## config.mk

```make
export PLATFORM = sky130hd
export DESIGN_NAME = tfe_flags
export DESIGN_NICKNAME = d
export VERILOG_FILES = /design/src/common/tfe_pkg.sv /design/src/verilog/tfe_flags.sv /design/src/verilog/tfe_sticky.sv /design/src/verilog/tfe_trig_edge.sv
export VERILOG_INCLUDE_DIRS = /design/src /design/src/common
export SDC_FILE = /design/constraint.sdc
export NUM_CORES = 1
export LEC_CHECK = 0
export BUFFER_PORTS_ARGS = -buffer_cell sky130_fd_sc_hd__buf_2
export CELL_PAD_IN_SITES_DETAIL_PLACEMENT = 1
export CELL_PAD_IN_SITES_GLOBAL_PLACEMENT = 2
export CORE_ASPECT_RATIO = 0.9
export CORE_MARGIN = 2
export CORE_UTILIZATION = 29
export DETAILED_ROUTE_END_ITERATION = 6
export PLACE_DENSITY_LB_ADDON = 0.1
export SLEW_MARGIN = 40
export SYNTH_ARGS = -nofsm -noshare
export SYNTH_HDL_FRONTEND = slang
export SYNTH_HIERARCHICAL = 1
export SYNTH_SLANG_ARGS = --single-unit
```

## constraint.sdc

```tcl
create_clock -name pclk -period 6.36 [get_ports pclk]
set_input_delay 1.908 -clock pclk [delete_from_list [all_inputs] [get_ports pclk]]
set_output_delay 1.908 -clock pclk [all_outputs]
set_load 0.05 [all_outputs]
```

## src/common/tfe_defs.svh

```systemverilog
// offsets, field positions, reset values for the timer flag/event block
// assumes apb byte addressing with one 32-bit word per register
`ifndef TFE_DEFS_SVH
`define TFE_DEFS_SVH
`define TFE_OFF_INTEN 12'h00c
`define TFE_OFF_FLAGS 12'h010
`define TFE_OFF_SWEVG 12'h014
`define TFE_OFF_CH0CV 12'h034
`define TFE_OFF_CTRL 12'h040
`define TFE_BIT_UPD 0
`define TFE_BIT_CH0 1
`define TFE_BIT_CMT 5
`define TFE_BIT_TRG 6
`define TFE_BIT_BRK 7
`define TFE_BIT_OF0 9
`define TFE_BIT_TRIGGER_DMA_REQUEST_ENABLE 14
`define TFE_FLAG_MASK 32'h00001eff
`define TFE_SWEVG_MASK 32'h000000ff
`define TFE_INTEN_MASK 32'h00007fff
`define TFE_RST_VAL 32'h00000000
`endif

```

## src/common/tfe_pkg.sv

```systemverilog
// types for the timer flag/event block
// assumes nothing of its surroundings
package tfe_pkg;
  typedef enum logic [1:0] {
    tfe_idle,
    tfe_setup,
    tfe_access
  } tfe_apb_st_t;
  typedef logic [3:0] tfe_chan_t;
endpackage

```

## src/verilog/tfe_flags.sv

```systemverilog
// status flags, software event strobes and request outputs of a timer
// assumes a zero-wait apb master and event pulses one cycle wide on pclk
`timescale 1ns/10ps
`include "tfe_defs.svh"

// Functional notes
// - channel 0 over-capture set on capture while its flag is still set
// - channels 1 to 3 have matching over-capture flags at bits 10-12
// - break flag set by active break; software clear only when inactive
// - trigger flag set per trigger event; pause mode uses both edges
// - commutation flag set on commutation event, held until cleared
// - channel flag set on capture in input mode, compare in output
// - reading channel 0 capture value clears its flag in input mode
// - channels 1 to 3 have matching capture/compare flags at bits 2-4
// - update flag set on update event, held until software clears it
// - event bits are write-one strobes, self clearing, zero does nothing
// - break strobe clears primary output enable and sets break flag
// - trigger strobe sets trigger flag and raises enabled requests
// - commutation strobe loads channel controls from shadow per select
// - per-source dma request enables; trigger enable at bit 14
module tfe_flags #(
  parameter int NCH = 4
) (
  input wire logic pclk,
  input wire logic presetn,
  input wire logic psel,
  input wire logic penable,
  input wire logic pwrite,
  input wire logic [11:0] paddr,
  input wire logic [31:0] pwdata,
  output logic [31:0] prdata,
  output logic pready,
  output logic pslverr,
  input wire logic [NCH-1:0] chan_input_mode,
  input wire logic [NCH-1:0] chan_capture,
  input wire logic [NCH-1:0] chan_compare,
  input wire logic [15:0] chan0_capture_value,
  input wire logic break_active,
  input wire logic trig_in,
  input wire logic trig_falling_active,
  input wire logic pause_mode,
  input wire logic commutation_event,
  input wire logic update_event,
  input wire logic primary_output_enable_set,
  output logic primary_output_enable,
  output logic commutation_shadow_select,
  output logic commutation_load,
  output logic update_request,
  output logic [NCH-1:0] chan_event_request,
  output logic timer_irq,
  output logic [5:0] dma_request
);
  // apb decode; zero wait state, every access answered at once
  logic wr_acc;
  logic rd_acc;
  logic hit_inten;
  logic hit_flags;
  logic hit_swevg;
  logic hit_ch0cv;
  logic hit_ctrl;
  logic hit_any;
  logic access_ok;
  assign wr_acc = access_ok & pwrite;
  assign rd_acc = access_ok & ~pwrite;
  assign hit_inten = paddr == `TFE_OFF_INTEN;
  assign hit_flags = paddr == `TFE_OFF_FLAGS;
  assign hit_swevg = paddr == `TFE_OFF_SWEVG;
  assign hit_ch0cv = paddr == `TFE_OFF_CH0CV;
  assign hit_ctrl = paddr == `TFE_OFF_CTRL;
  assign hit_any = hit_inten | hit_flags | hit_swevg | hit_ch0cv | hit_ctrl;
  assign pready = 1'b1;
  assign pslverr = access_ok & ~hit_any;

  // bus phase of the cycle that just ended; an access only counts when a
  // setup came before it, so a stray penable cannot fire a strobe
  tfe_pkg::tfe_apb_st_t apb_st_r;
  tfe_pkg::tfe_apb_st_t apb_st_nxt;
  always_comb begin
    apb_st_nxt = tfe_pkg::tfe_idle;
    case (apb_st_r)
      tfe_pkg::tfe_idle, tfe_pkg::tfe_access: begin
        if (psel & ~penable) begin
          apb_st_nxt = tfe_pkg::tfe_setup;
        end
      end
      tfe_pkg::tfe_setup: begin
        if (psel & penable) begin
          apb_st_nxt = tfe_pkg::tfe_access;
        end else if (psel) begin
          apb_st_nxt = tfe_pkg::tfe_setup;
        end
      end
      default: begin
        apb_st_nxt = tfe_pkg::tfe_idle;
      end
    endcase
  end

  always_ff @(posedge pclk or negedge presetn) begin
    if (!presetn) begin
      apb_st_r <= tfe_pkg::tfe_idle;
    end else begin
      apb_st_r <= apb_st_nxt;
    end
  end
  assign access_ok = psel & penable & (apb_st_r == tfe_pkg::tfe_setup);

  // interrupt enables in bits 7:0, dma enables in bits 14:8
  logic [14:0] inten_r;
  logic primary_output_enable_r;
  logic commutation_shadow_select_r;
  logic [31:0] prdata_r;

  // event strobes exist only in the write cycle; reads return zero
  logic [7:0] sw_strobe;
  assign sw_strobe = (wr_acc & hit_swevg) ? pwdata[7:0] : 8'h00;

  logic flag_wr;
  logic [31:0] flag_clr;
  assign flag_wr = wr_acc & hit_flags;
  // a zero clears a flag, a one leaves it; reserved bits are ignored
  assign flag_clr = flag_wr ? (~pwdata & `TFE_FLAG_MASK) : 32'h0;

  // hardware set sources
  logic trig_hw;
  tfe_trig_edge u_trig (
    .pclk(pclk),
    .presetn(presetn),
    .trig_in(trig_in),
    .trig_falling_active(trig_falling_active),
    .pause_mode(pause_mode),
    .trig_event(trig_hw)
  );

  logic [NCH-1:0] cc_flag;
  logic [NCH-1:0] of_flag;
  logic [NCH-1:0] cc_set;
  logic [NCH-1:0] of_set;
  logic [NCH-1:0] cc_clr;
  logic [NCH-1:0] of_clr;
  logic [NCH-1:0] hw_cc;
  logic cv_read_clr;

  // capture value read clears the channel 0 flag only in input mode
  assign cv_read_clr = rd_acc & hit_ch0cv & chan_input_mode[0];

  genvar g;
  generate
    for (g = 0; g < NCH; g++) begin : g_ch
      // input mode: capture; output mode: compare match
      assign hw_cc[g] = chan_input_mode[g] ? chan_capture[g] :
                        chan_compare[g];
      assign cc_set[g] = hw_cc[g] | sw_strobe[`TFE_BIT_CH0 + g];
      assign cc_clr[g] = flag_clr[`TFE_BIT_CH0 + g] |
                         ((g == 0) & cv_read_clr);
      // over-capture only for hardware captures landing on a set flag
      assign of_set[g] = chan_input_mode[g] & chan_capture[g] &
                         cc_flag[g];
      assign of_clr[g] = flag_clr[`TFE_BIT_OF0 + g];
      tfe_sticky u_cc (
        .pclk(pclk),
        .presetn(presetn),
        .set_i(cc_set[g]),
        .clr_i(cc_clr[g]),
        .flag_o(cc_flag[g])
      );
      tfe_sticky u_of (
        .pclk(pclk),
        .presetn(presetn),
        .set_i(of_set[g]),
        .clr_i(of_clr[g]),
        .flag_o(of_flag[g])
      );
    end
  endgenerate

  logic upd_flag;
  logic cmt_flag;
  logic trg_flag;
  logic brk_flag;
  logic upd_set;
  logic cmt_set;
  logic trg_set;
  logic brk_set;
  logic brk_clr;
  logic upd_clr;
  logic cmt_clr;
  logic trg_clr;
  assign upd_set = update_event | sw_strobe[`TFE_BIT_UPD];
  assign cmt_set = commutation_event | sw_strobe[`TFE_BIT_CMT];
  assign trg_set = trig_hw | sw_strobe[`TFE_BIT_TRG];
  assign brk_set = break_active | sw_strobe[`TFE_BIT_BRK];
  // clear is refused while the break input still holds its active level
  assign brk_clr = flag_clr[`TFE_BIT_BRK] & ~break_active;
  assign upd_clr = flag_clr[`TFE_BIT_UPD];
  assign cmt_clr = flag_clr[`TFE_BIT_CMT];
  assign trg_clr = flag_clr[`TFE_BIT_TRG];

  tfe_sticky u_upd (
    .pclk(pclk),
    .presetn(presetn),
    .set_i(upd_set),
    .clr_i(upd_clr),
    .flag_o(upd_flag)
  );
  tfe_sticky u_cmt (
    .pclk(pclk),
    .presetn(presetn),
    .set_i(cmt_set),
    .clr_i(cmt_clr),
    .flag_o(cmt_flag)
  );
  tfe_sticky u_trg (
    .pclk(pclk),
    .presetn(presetn),
    .set_i(trg_set),
    .clr_i(trg_clr),
    .flag_o(trg_flag)
  );
  tfe_sticky u_brk (
    .pclk(pclk),
    .presetn(presetn),
    .set_i(brk_set),
    .clr_i(brk_clr),
    .flag_o(brk_flag)
  );

  // bit 8 and bits 31:13 are reserved and read as zero
  logic [31:0] flags_word;
  assign flags_word = {19'h0, of_flag, 1'b0, brk_flag, trg_flag, cmt_flag,
                       cc_flag, upd_flag};

  // enable, primary output enable and shadow select registers
  always_ff @(posedge pclk or negedge presetn) begin
    if (!presetn) begin
      inten_r <= 15'h0000;
    end else if (wr_acc & hit_inten) begin
      inten_r <= pwdata[14:0];
    end
  end

  // break wins over a software enable in the same cycle
  always_ff @(posedge pclk or negedge presetn) begin
    if (!presetn) begin
      primary_output_enable_r <= 1'b0;
    end else if (brk_set) begin
      primary_output_enable_r <= 1'b0;
    end else if (wr_acc & hit_ctrl) begin
      primary_output_enable_r <= pwdata[0];
    end else if (primary_output_enable_set) begin
      primary_output_enable_r <= 1'b1;
    end
  end

  // shadow select is only held here; the channel block acts on it
  always_ff @(posedge pclk or negedge presetn) begin
    if (!presetn) begin
      commutation_shadow_select_r <= 1'b0;
    end else if (wr_acc & hit_ctrl) begin
      commutation_shadow_select_r <= pwdata[1];
    end
  end

  assign primary_output_enable = primary_output_enable_r;
  assign commutation_shadow_select = commutation_shadow_select_r;
  // the channel block performs the shadow load, honouring the select
  assign commutation_load = sw_strobe[`TFE_BIT_CMT];
  assign update_request = sw_strobe[`TFE_BIT_UPD];
  assign chan_event_request = sw_strobe[`TFE_BIT_CH0 +: NCH];

  // level interrupt follows flags and enables, no own state
  logic [7:0] irq_src;
  assign irq_src = flags_word[7:0] & inten_r[7:0];
  assign timer_irq = |irq_src;

  // dma: update, ch0..ch3, commutation, trigger (index 14 = trigger)
  // commutation shares output bit 0 with update: the port has six lines
  logic [6:0] dma_all;
  assign dma_all = {trg_flag, cmt_flag, cc_flag, upd_flag} &
                   inten_r[`TFE_BIT_TRIGGER_DMA_REQUEST_ENABLE:8];
  assign dma_request = {dma_all[6], dma_all[4:0]} |
                       {5'h00, dma_all[5]};

  logic [31:0] rd_mux;
  assign rd_mux = hit_inten ? {17'h0, inten_r} :
                  hit_flags ? flags_word :
                  hit_ch0cv ? {16'h0, chan0_capture_value} :
                  hit_ctrl ? {30'h0, commutation_shadow_select_r, primary_output_enable_r} : `TFE_RST_VAL;

  // read word is taken at the end of setup and stands through access
  always_ff @(posedge pclk or negedge presetn) begin
    if (!presetn) begin
      prdata_r <= `TFE_RST_VAL;
    end else if (psel & ~penable & ~pwrite) begin
      prdata_r <= rd_mux;
    end
  end
  assign prdata = prdata_r;
endmodule

```

## src/verilog/tfe_sticky.sv

```systemverilog
// one sticky flag: hardware set beats any clear in the same cycle
// assumes clear is a one-cycle pulse qualified by the caller
`timescale 1ns/10ps
module tfe_sticky (
  input wire logic pclk,
  input wire logic presetn,
  input wire logic set_i,
  input wire logic clr_i,
  output logic flag_o
);
  logic flag_r;
  logic flag_nxt;
  assign flag_nxt = set_i | (flag_r & ~clr_i);
  always_ff @(posedge pclk or negedge presetn) begin
    if (!presetn) begin
      flag_r <= 1'b0;
    end else begin
      flag_r <= flag_nxt;
    end
  end
  assign flag_o = flag_r;
endmodule

```

## src/verilog/tfe_trig_edge.sv

```systemverilog
// trigger edge detector: active edge, or both edges in pause mode
// assumes trig_in is synchronous to pclk
`timescale 1ns/10ps
module tfe_trig_edge (
  input wire logic pclk,
  input wire logic presetn,
  input wire logic trig_in,
  input wire logic trig_falling_active,
  input wire logic pause_mode,
  output logic trig_event
);
  logic prev_r;
  logic rise;
  logic fall;
  always_ff @(posedge pclk or negedge presetn) begin
    if (!presetn) begin
      prev_r <= 1'b0;
    end else begin
      prev_r <= trig_in;
    end
  end
  assign rise = trig_in & ~prev_r;
  assign fall = ~trig_in & prev_r;
  // pause mode reacts to both edges so the count can stop and restart
  assign trig_event = pause_mode ? (rise | fall) :
                      (trig_falling_active ? fall : rise);
endmodule
```

# After elaboration in Yosys (flattened, before gate mapping)
# Index checks and enable logic that the tools add are counted.
[word_totals]
word_cells = 132
output_inout_bits = 49
inputBits = 84
register_bits = 64
[op_classes]
n_reduce_logical = 4
eq_ne = 7
n_mux = 19
bitwise_logic = 84
[op_table]
columns = ["operator", "n"]
rows = [
  ["two-way mux 16 bit", 3],
  ["bitwise AND 1 bit", 36],
  ["OR 1 bit", 26],
  ["equality test 12 x 5 -> 1 bit (second input constant)", 2],
  ["NOT 1 bit", 18],
  ["two-way mux 13 bit", 1],
  ["NOT 13 bit", 1],
  ["equality test 12 x 4 -> 1 bit (second input constant)", 1],
  ["equality test 12 x 6 -> 1 bit (second input constant)", 1],
  ["equality test 12 x 7 -> 1 bit (second input constant)", 1],
  ["two-way mux 1 bit", 11],
  ["bitwise AND 8 bit", 1],
  ["two-way mux 8 bit", 1],
  ["OR reduction 8 bit", 1],
  ["bitwise AND 7 bit", 1],
  ["OR 6 x 1 -> 6 bit", 1],
  ["two-way mux 2 bit", 2],
  ["one-hot mux 2 bit (2 select lines)", 1],
  ["nonzero test 3 bit", 1],
  ["equality test 2 x 1 -> 1 bit (second input constant)", 1],
  ["equality test 2 bit (second input constant)", 1],
  ["zero test 2 bit", 1],
  ["OR reduction 2 bit", 1],
]

# Longest topological paths before layout
# Gate-level depths: netlist of run 1.
[logic_depth]
word_depth = 9
depth_mapped = 9
depth_no_buf = 7

# By module
# Netlist of run 1, hierarchy kept.
[modules_own_cells]
columns = ["mod", "area_per_inst_um2", "instances", "cells_per_inst"]
rows = [
  ["tfe_flags", 2200.9, 1, 223],
  ["tfe_sticky", 36.3, 12, 3],
  ["tfe_trig_edge", 77.6, 1, 7],
]

# Worst setup path before layout of run 1
# Ideal clock, no wire load.
[synth_timing]
kind = "input -> output"
start = "input paddr[1]"
end = "output chan_event_request[0]"
slack_ns = 1.320
path_stages = 4
t_arrival_ns = 3.132
t_required_ns = 4.452
cell_sequence = "nor4_4 > nand2_2 > nor3_2 > and2_1"
[synth_between]
elab_chain_cells = 3
[synth_rtl]
columns = ["element", "line", "text"]
rows = [
  ["start: declaration", "tfe_flags.sv:29", "input wire logic [11:0] paddr,"],
  ["equality test 12 x 5 -> 1 bit (no source line)", "--", ""],
  ["bitwise AND 1 bit", "tfe_flags.sv:116", "assign sw_strobe = (wr_acc & hit_swevg) ? pwdata[7:0] : 8'h00;"],
  ["two-way mux 8 bit", "tfe_flags.sv:116", ""],
  ["end: declaration", "tfe_flags.sv:49", "output logic [NCH-1:0] chan_event_request,"],
]
# No other way between the ends.

# Worst setup path after layout of run 1
[layout_timing]
start = "input paddr[3]"
end = "output chan_event_request[3]"
# Same word-level chain as after synthesis.

==> results.md, run 1 <==
- Status: complete, no violations
- Tcrit/Tclk final: around 85%
- Drt via density: around 4.7
- Maximum vdd drop: around 77 uV
- Number of max-cap violations: 0
- Top Ports: 133
- Initial antenna violation count: 1
- Post-Syn Area: approximately 2700 um2
- M1 WL: roughly 3800 um
- Final setup fails: 0
- Crit-path cells: buf_2 -> nor4b_2 -> nand3b_1 -> nor3_2 -> buf_4 -> and2_1 -> buf_2
- Core Area: 9130 um2
- Nets: around 450
- CTS tree: done
- Bufs and invs on worst path: 3
- Final setup TNS: 0 ps
- Clock buffer count from CTS: 5
- WL met3: between 400 and 500 um
- Placer Congestion: between 0.7 and 0.8
- Leak: about 1.7 nW
- DPL Wire Length: 6120 um
- Upper clock frequency limit: approximately 0.19 GHz
- Die Height: approximately 96 um
- Worst-path clk slew: about 90 ps
- Root buffer cell: clkbuf_8
- Routed WL per cell: roughly 16 um
- Crit path DAT: 3500 ps
- First-pass GRT wire length: roughly 13,000 um
- Layout cell share with drive strength beyond 1: about 38%
- Yosys warns: 6
- Max_slew headroom: between 50% and 60%
- Yosys top cell by area: dfrtp_1
- Metal2 WL: 3580 um
- Largest net degree at the start of global routing: 49
- Startpoint types: input pin
- Die area: about 10,000 um2
- Most common cell after layout, fill and taps aside: buf_2
- Async set-reset flop share out of synthesis: 100%
- Cell family with most CP delay: simple AND/OR/NAND/NOR gates
- Synth top area cells: dfrtp_1 (44%), mux2_4 (5.5%), buf_4 (4.7%)
- Synth Flop Type: dfrtp_1
- Sequential share of the synthesized area: approximately 44%
- Worst path max stage delay: about 390 ps
- Slew Limit Fails: 0
- P&R area growth vs syn: 24.0%
- Hold Vio Cnt, Final: 0
- Syn avg cell area: roughly 10 um2
- Crit Path Class: in -> out
- Synth top area share: around 44%
- Worst-Margin Slew: between 600 and 700 ps
- Top sig layer: met5
- Worst skew pair latency: roughly 300 ps
- Pwr per Cell Area: ~190 nW/um2
- Tot GR Track Use: 16.1%
- Crit. End Element: output pin
- CP required: between 4000 and 5000 ps
- Yosys cell types: 43
- Grt ovf: 0
- Most used cell, CP: buf_2
- N_diodes: 0
- Min Tclk post-route: 5400 ps
- Clk_skew: roughly 6.0 ps
- # hold bufs at CTS: 0
- Vias in the first global route: between 2,000 and 2,500
- DR pass1 iterations: 4
- Post-CTS resize count: 0
- Syn Inst Count: 266
- Vias: 2,278
- Most frequent cells in the layout: buf_2 (98), dfrtp_1 (48), nor2_1 (29)
- DR DRC count: 0
- RSZ-0062 raised after global routing: false
- IO Port Bufs: slightly below 100
- Starting Density: approximately 30%
- Post-CTS Setup Inserts: 0
- CP max FO: 5
- Post-route cell area: between 3000 and 4000 um2
- Final worst slack: 955 ps
- Seq cells post-synth: 48
- Crit-path slowest cell: nor4b_2
- TritonCTS Sinks: 48
- ANT nets after route: 0
- Die W: between 100 and 150 um
- Maximum clock insertion buffer count: 2
- FP Rows: 33
- First DRT Iteration DRCs: roughly 110
- Worst hold path class: reg -> reg
- Drt total wl: around 7900 um
- DP Worst Slack: approximately 940 ps
- EDFF count, synth: 0
- H-tree depth: 2
- Area post-placement: roughly 3300 um2
-- state kept, by name (all words and copies together) (netlist names) --
| name | cells |
|---|---|
| apb_st_r | 2 |
| u_trig/prev_r | 1 |
| prdata | 16 |
| commutation_shadow_select | 1 |
| u_brk/flag_o | 1 |
| primary_output_enable | 1 |
| u_trg/flag_o | 1 |
| u_cmt/flag_o | 1 |
| inten_r | 15 |
| g_ch.u_of/flag_o | 4 |
| g_ch.u_cc/flag_o | 4 |
| u_upd/flag_o | 1 |
-- power by group --
group	internal, mW	switching (mW)
registers	0.311	0.00332
clock network	0.117	0.109
logic	0.0308	0.0741
total	0.459	0.187
-- kinds of logic (layout without fill, tap and decap cells) --
family                   count (synthesis)  count (layout)  synth area share [%]
buffers and inverters                   43             124                  9.04
AO/OA/AOI/OAI                           59              59                  17.0
other                                    2              17                 0.277
flip-flops                              48              48                  44.3
multiplexers                            18              18                  8.76
AND/OR/NAND/NOR                         94              94                  19.7
adder cells (fa/ha/maj)                  2               2                 0.922
-- stage by stage --
| step | hold slack (ps) | total power [mW] | instances | utilization (%) |
|---|---|---|---|---|
| global placement | 425 | 0.426 | 475 | 35.5 |
| CTS | 448 | 0.654 | 484 | 36.9 |
| detailed placement | 436 | 0.427 | 476 | 35.7 |
| floorplan | 411 | 0.391 | 281 | - |
| global route | 459 | 0.675 | 484 | 36.9 |
| finish | 447 | 0.645 | 484 | 36.9 |
-- synthesized netlist by cell type, types with 10 or more instances --
library cell	n
mux2_4	10
inv_1	14
and2_1	16
nor2_1	29
a21o_1	14
nand2_1	13
a22oi_1	14
dfrtp_1	48
buf_4	17
-- layout make-up --
class | count | area, um2
Clock buffer | 5 | 68.8
Clock inverter | 3 | 42.5
Fill cell | 1083 | 5760
Inverter | 14 | 52.6
Multi-Input combinational cell | 190 | 1320
Sequential cell | 48 | 1200
Tap cell | 122 | 153
Timing Repair Buffer | 102 | 524
-- layer usage --
metal / vias up / track usage (%)
met3: 4 / 4.06
met4: 2 / 3.18
met5: - / 0
li1: 1092 / -
met1: 1108 / 22.1
met2: 72 / 26.1
-- worst paths after layout --
check                      cells after the start             startpoint  slack [ps]                     end
max                                            7               paddr[3]         960   chan_event_request[3]
min                                            1  apb_st_r[0]$_DFF_PN0_         450   apb_st_r[0]$_DFF_PN0_
max reg2reg                                    5  apb_st_r[1]$_DFF_PN0_        4190  inten_r[8]$_DFFE_PN0P_
min reg2reg                                    1  apb_st_r[0]$_DFF_PN0_         450   apb_st_r[0]$_DFF_PN0_
max in group asynchronous                      2                presetn        4210  u_brk/flag_o$_DFF_PN0_
min in group asynchronous                      2                presetn        1720  prdata[13]$_DFFE_PN0P_
Power figures use the tool's default switching activity.
==> run 2: changes to the inputs <==
--- a/config.mk
+++ b/config.mk
@@ -6,12 +6,13 @@
 export SDC_FILE = /design/constraint.sdc
 export NUM_CORES = 1
 export LEC_CHECK = 0
+export ABC_AREA = 1
 export BUFFER_PORTS_ARGS = -buffer_cell sky130_fd_sc_hd__buf_2
 export CELL_PAD_IN_SITES_DETAIL_PLACEMENT = 1
 export CELL_PAD_IN_SITES_GLOBAL_PLACEMENT = 2
 export CORE_ASPECT_RATIO = 0.9
 export CORE_MARGIN = 2
-export CORE_UTILIZATION = 29
+export CORE_UTILIZATION = 25
 export DETAILED_ROUTE_END_ITERATION = 6
 export PLACE_DENSITY_LB_ADDON = 0.1
 export SLEW_MARGIN = 40
==> constraint.sdc (replaced) <==
create_clock -name pclk -period 5.4 [get_ports pclk]
set_input_delay 1.62 -clock pclk [delete_from_list [all_inputs] [get_ports pclk]]
set_output_delay 1.62 -clock pclk [all_outputs]
set_load 0.05 [all_outputs]
==> results.md, run 2 <==
- Clock buffer count from CTS: 5 (unchanged)
- DR DRC count: 0 (unchanged)
- Post-CTS Setup Inserts: 0 (unchanged)
- Nets: 597 (+34%)
- Tcrit/Tclk final: a little under nine tenths
- Largest net degree at the start of global routing: 49 (unchanged)
- Drt via density: 4.21 (-11%)
- RSZ-0062 raised after global routing: false
- Leak: 2.16 nW (+30%)
- CP max FO: 15 (+10)
- Most frequent cells in the layout: nand2_1 (112), buf_2 (98), inv_1 (67)
- Layout cell share with drive strength beyond 1: 29.5% (-8.1 points)
- Worst Hold Margin: 442 ps (-4.29 ps)
- Synth top area cells: dfrtp_1 (39%), nand2_1 (13%), nand3_1 (10%)
- Min Tclk post-route: 4610 ps
- Max_slew headroom: 56.8% (+0.36 points)
- Post-route cell area: 3870 um2 (+15%)
- Top Ports: 133 (unchanged)
- Crit. End Element: output pin
- Startpoint types: input pin
- Worst-path clk slew: 70 ps (-20 ps)
- Synth Flop Type: dfrtp_1
- Initial antenna violation count: 1 (unchanged)
- First-pass GRT wire length: 15,400 um (+23%)
- Vias in the first global route: 2,939 (+24%)
- Crit-path slowest cell: buf_2
- Upper clock frequency limit: 0.217 GHz
- Syn Inst Count: 417 (+57%)
- Post-Syn Area: 3120 um2 (+15%)
- Maximum clock insertion buffer count: 2 (unchanged)
- Tot GR Track Use: 15.1% (-0.99 points)
- EDFF count, synth: 0 (unchanged)
- Pwr per Cell Area: 235 nW/um2 (+23%)
- Sequential share of the synthesized area: 38.5% (-5.7 points)
- Seq cells post-synth: 48 (unchanged)
- Yosys top cell by area: dfrtp_1
- DR pass1 iterations: 4 (unchanged)
- Worst skew pair latency: 290 ps (about the same)
- # hold bufs at CTS: 0 (unchanged)
- Number of max-cap violations: 0 (unchanged)
- P&R area growth vs syn: 24.0% (about the same)
- Worst hold path class: reg -> reg
- First DRT Iteration DRCs: 126 (+12%)
- Most frequent cell after synthesis: nand2_1
- Area post-placement: 3670 um2 (+13%)
- Routed WL per cell: 14.0 um (-14%)
- Syn avg cell area: 7.48 um2 (-27%)
- TritonCTS Sinks: 48 (unchanged)
- Crit Path Class: in -> out
- Yosys warns: 6 (unchanged)
- Core Area: 12,100 um2 (+33%)
- Number of fill cells: 1,543 (+42%)
- Synth top area share: 38.5% (-5.7 points)
- Core Util, Final: 31.9% (-5.0 points)
- CP required: 3780 ps (-670 ps)
- Status: complete, no violations
- Yosys cell types: 37 (-14%)
- Crit path DAT: 2990 ps (-510 ps)
- Final setup TNS: 0 ps (unchanged)
- Crit-path cells: buf_2 -> nor2_1 -> nand2_2 -> nor2_8 -> nand4_4 -> nor2_1 -> buf_2
- Placer Congestion: 0.772 (+7.1%)
- Clk_skew: 7.06 ps (+1.04 ps)
- Maximum vdd drop: 111 uV (+45%)
- Starting Density: 25.7% (-4.0 points)
- Die Height: 110 um (+15%)
- Post-CTS resize count: 0 (unchanged)
- R2R Setup Slk: 3560 ps (-630 ps)
- ANT nets after route: 0 (unchanged)
- Grt ovf: 0 (unchanged)
- Hold Vio Cnt, Final: 0 (unchanged)
- Final setup fails: 0 (unchanged)
- Worst path max stage delay: 280 ps (-110 ps)
- H-tree depth: 2 (unchanged)
- Drt total wl: 9440 um (+20%)
- Power Total: 910 uW (+41%)
- Worst-Margin Slew: 647 ps (-5.36 ps)
- Flip-flop count of the largest register after layout: 16 (unchanged)
- Root buffer cell: clkbuf_16
- Most frequent cells after synthesis: nand2_1 (112), inv_1 (68), nand3_1 (64)
- Async set-reset flop share out of synthesis: 100% (unchanged)
- Slew Limit Fails: 0 (unchanged)
- FP Rows: 38 (+15%)
- Die area: 13,400 um2 (+32%)
- CTS tree: done
- Vias: 2,833 (+24%)
- IO Port Bufs: 98 (unchanged)
- Most common cell after layout, fill and taps aside: nand2_1
- DPL Wire Length: 7320 um (+20%)
- Die W: 122 um (+15%)
## run 2: logic make-up (layout without fill, tap and decap cells)
| family | count (synthesis) | count (layout) | share of synthesized area [%] |
|---|---|---|---|
| buffers and inverters | 98 | 178 | 15.2 |
| other | 2 | 18 | 0.241 |
| AOI/OAI and AO/OA | 33 | 33 | 7.30 |
| adders and majority gates | 2 | 2 | 0.802 |
| muxes | 3 | 3 | 0.963 |
| DFF | 48 | 48 | 38.5 |
| and+or+nand+nor | 231 | 231 | 37.0 |
## run 2: final timing paths
check	cells after the start	endpoint	from
worst min register to register	1	apb_st_r[0]$_DFF_PN0_	apb_st_r[1]$_DFF_PN0_
worst min-delay path	1	apb_st_r[0]$_DFF_PN0_	apb_st_r[1]$_DFF_PN0_
min in group asynchronous	2	apb_st_r[0]$_DFF_PN0_	presetn
worst max register to register	8	g_ch[0].u_cc/flag_o$_DFF_PN0_	apb_st_r[1]$_DFF_PN0_
max in group asynchronous	2	u_trg/flag_o$_DFF_PN0_	presetn
worst max-delay path	7	chan_event_request[0]	paddr[9]
## run 2: cell type report
| type | instances | area (um2) | share of cell area (%) |
|---|---|---|---|
| multi-input combinational | 286 | 1500 | 38.8 |
| sequential | 48 | 1200 | 31.1 |
| timing repair buffer | 100 | 505 | 13.1 |
| inverter | 70 | 265 | 6.86 |
| tap | 160 | 200 | 5.18 |
| clock buffer | 5 | 125 | 3.24 |
| clock inverter | 3 | 68.8 | 1.78 |
| antenna | 1 | 2.50 | 0.0647 |
## run 2: per-layer routing
layer	GRT usage (%)	wire length, um	vias to the layer above
met3	2.75	392	7
met5	0	0	-
li1	-	-	1462
met4	3.69	99	0
met2	24.0	4230	61
met1	21.2	4720	1303
## run 2: critical path: cells and delay by family
kind,cells,cell delay [ps]
buffers and inverters,2,380
and+or+nand+nor,5,990
## run 2: power by group
group / switching [mW] / total [mW] / leakage, nW / internal, mW
combinational: 0.0919 / 0.127 / 1.47 / 0.0348
clock: 0.149 / 0.416 / 0.0944 / 0.267
sequential: 0.00305 / 0.368 / 0.596 / 0.364
## run 2: metrics by stage
stage	setup WS, ps	instances
6_report	790	673
5_1_grt	597	672
4_1_cts	710	672
3_5_place_dp	715	664
3_3_place_gp	729	664
2_1_floorplan	913	432
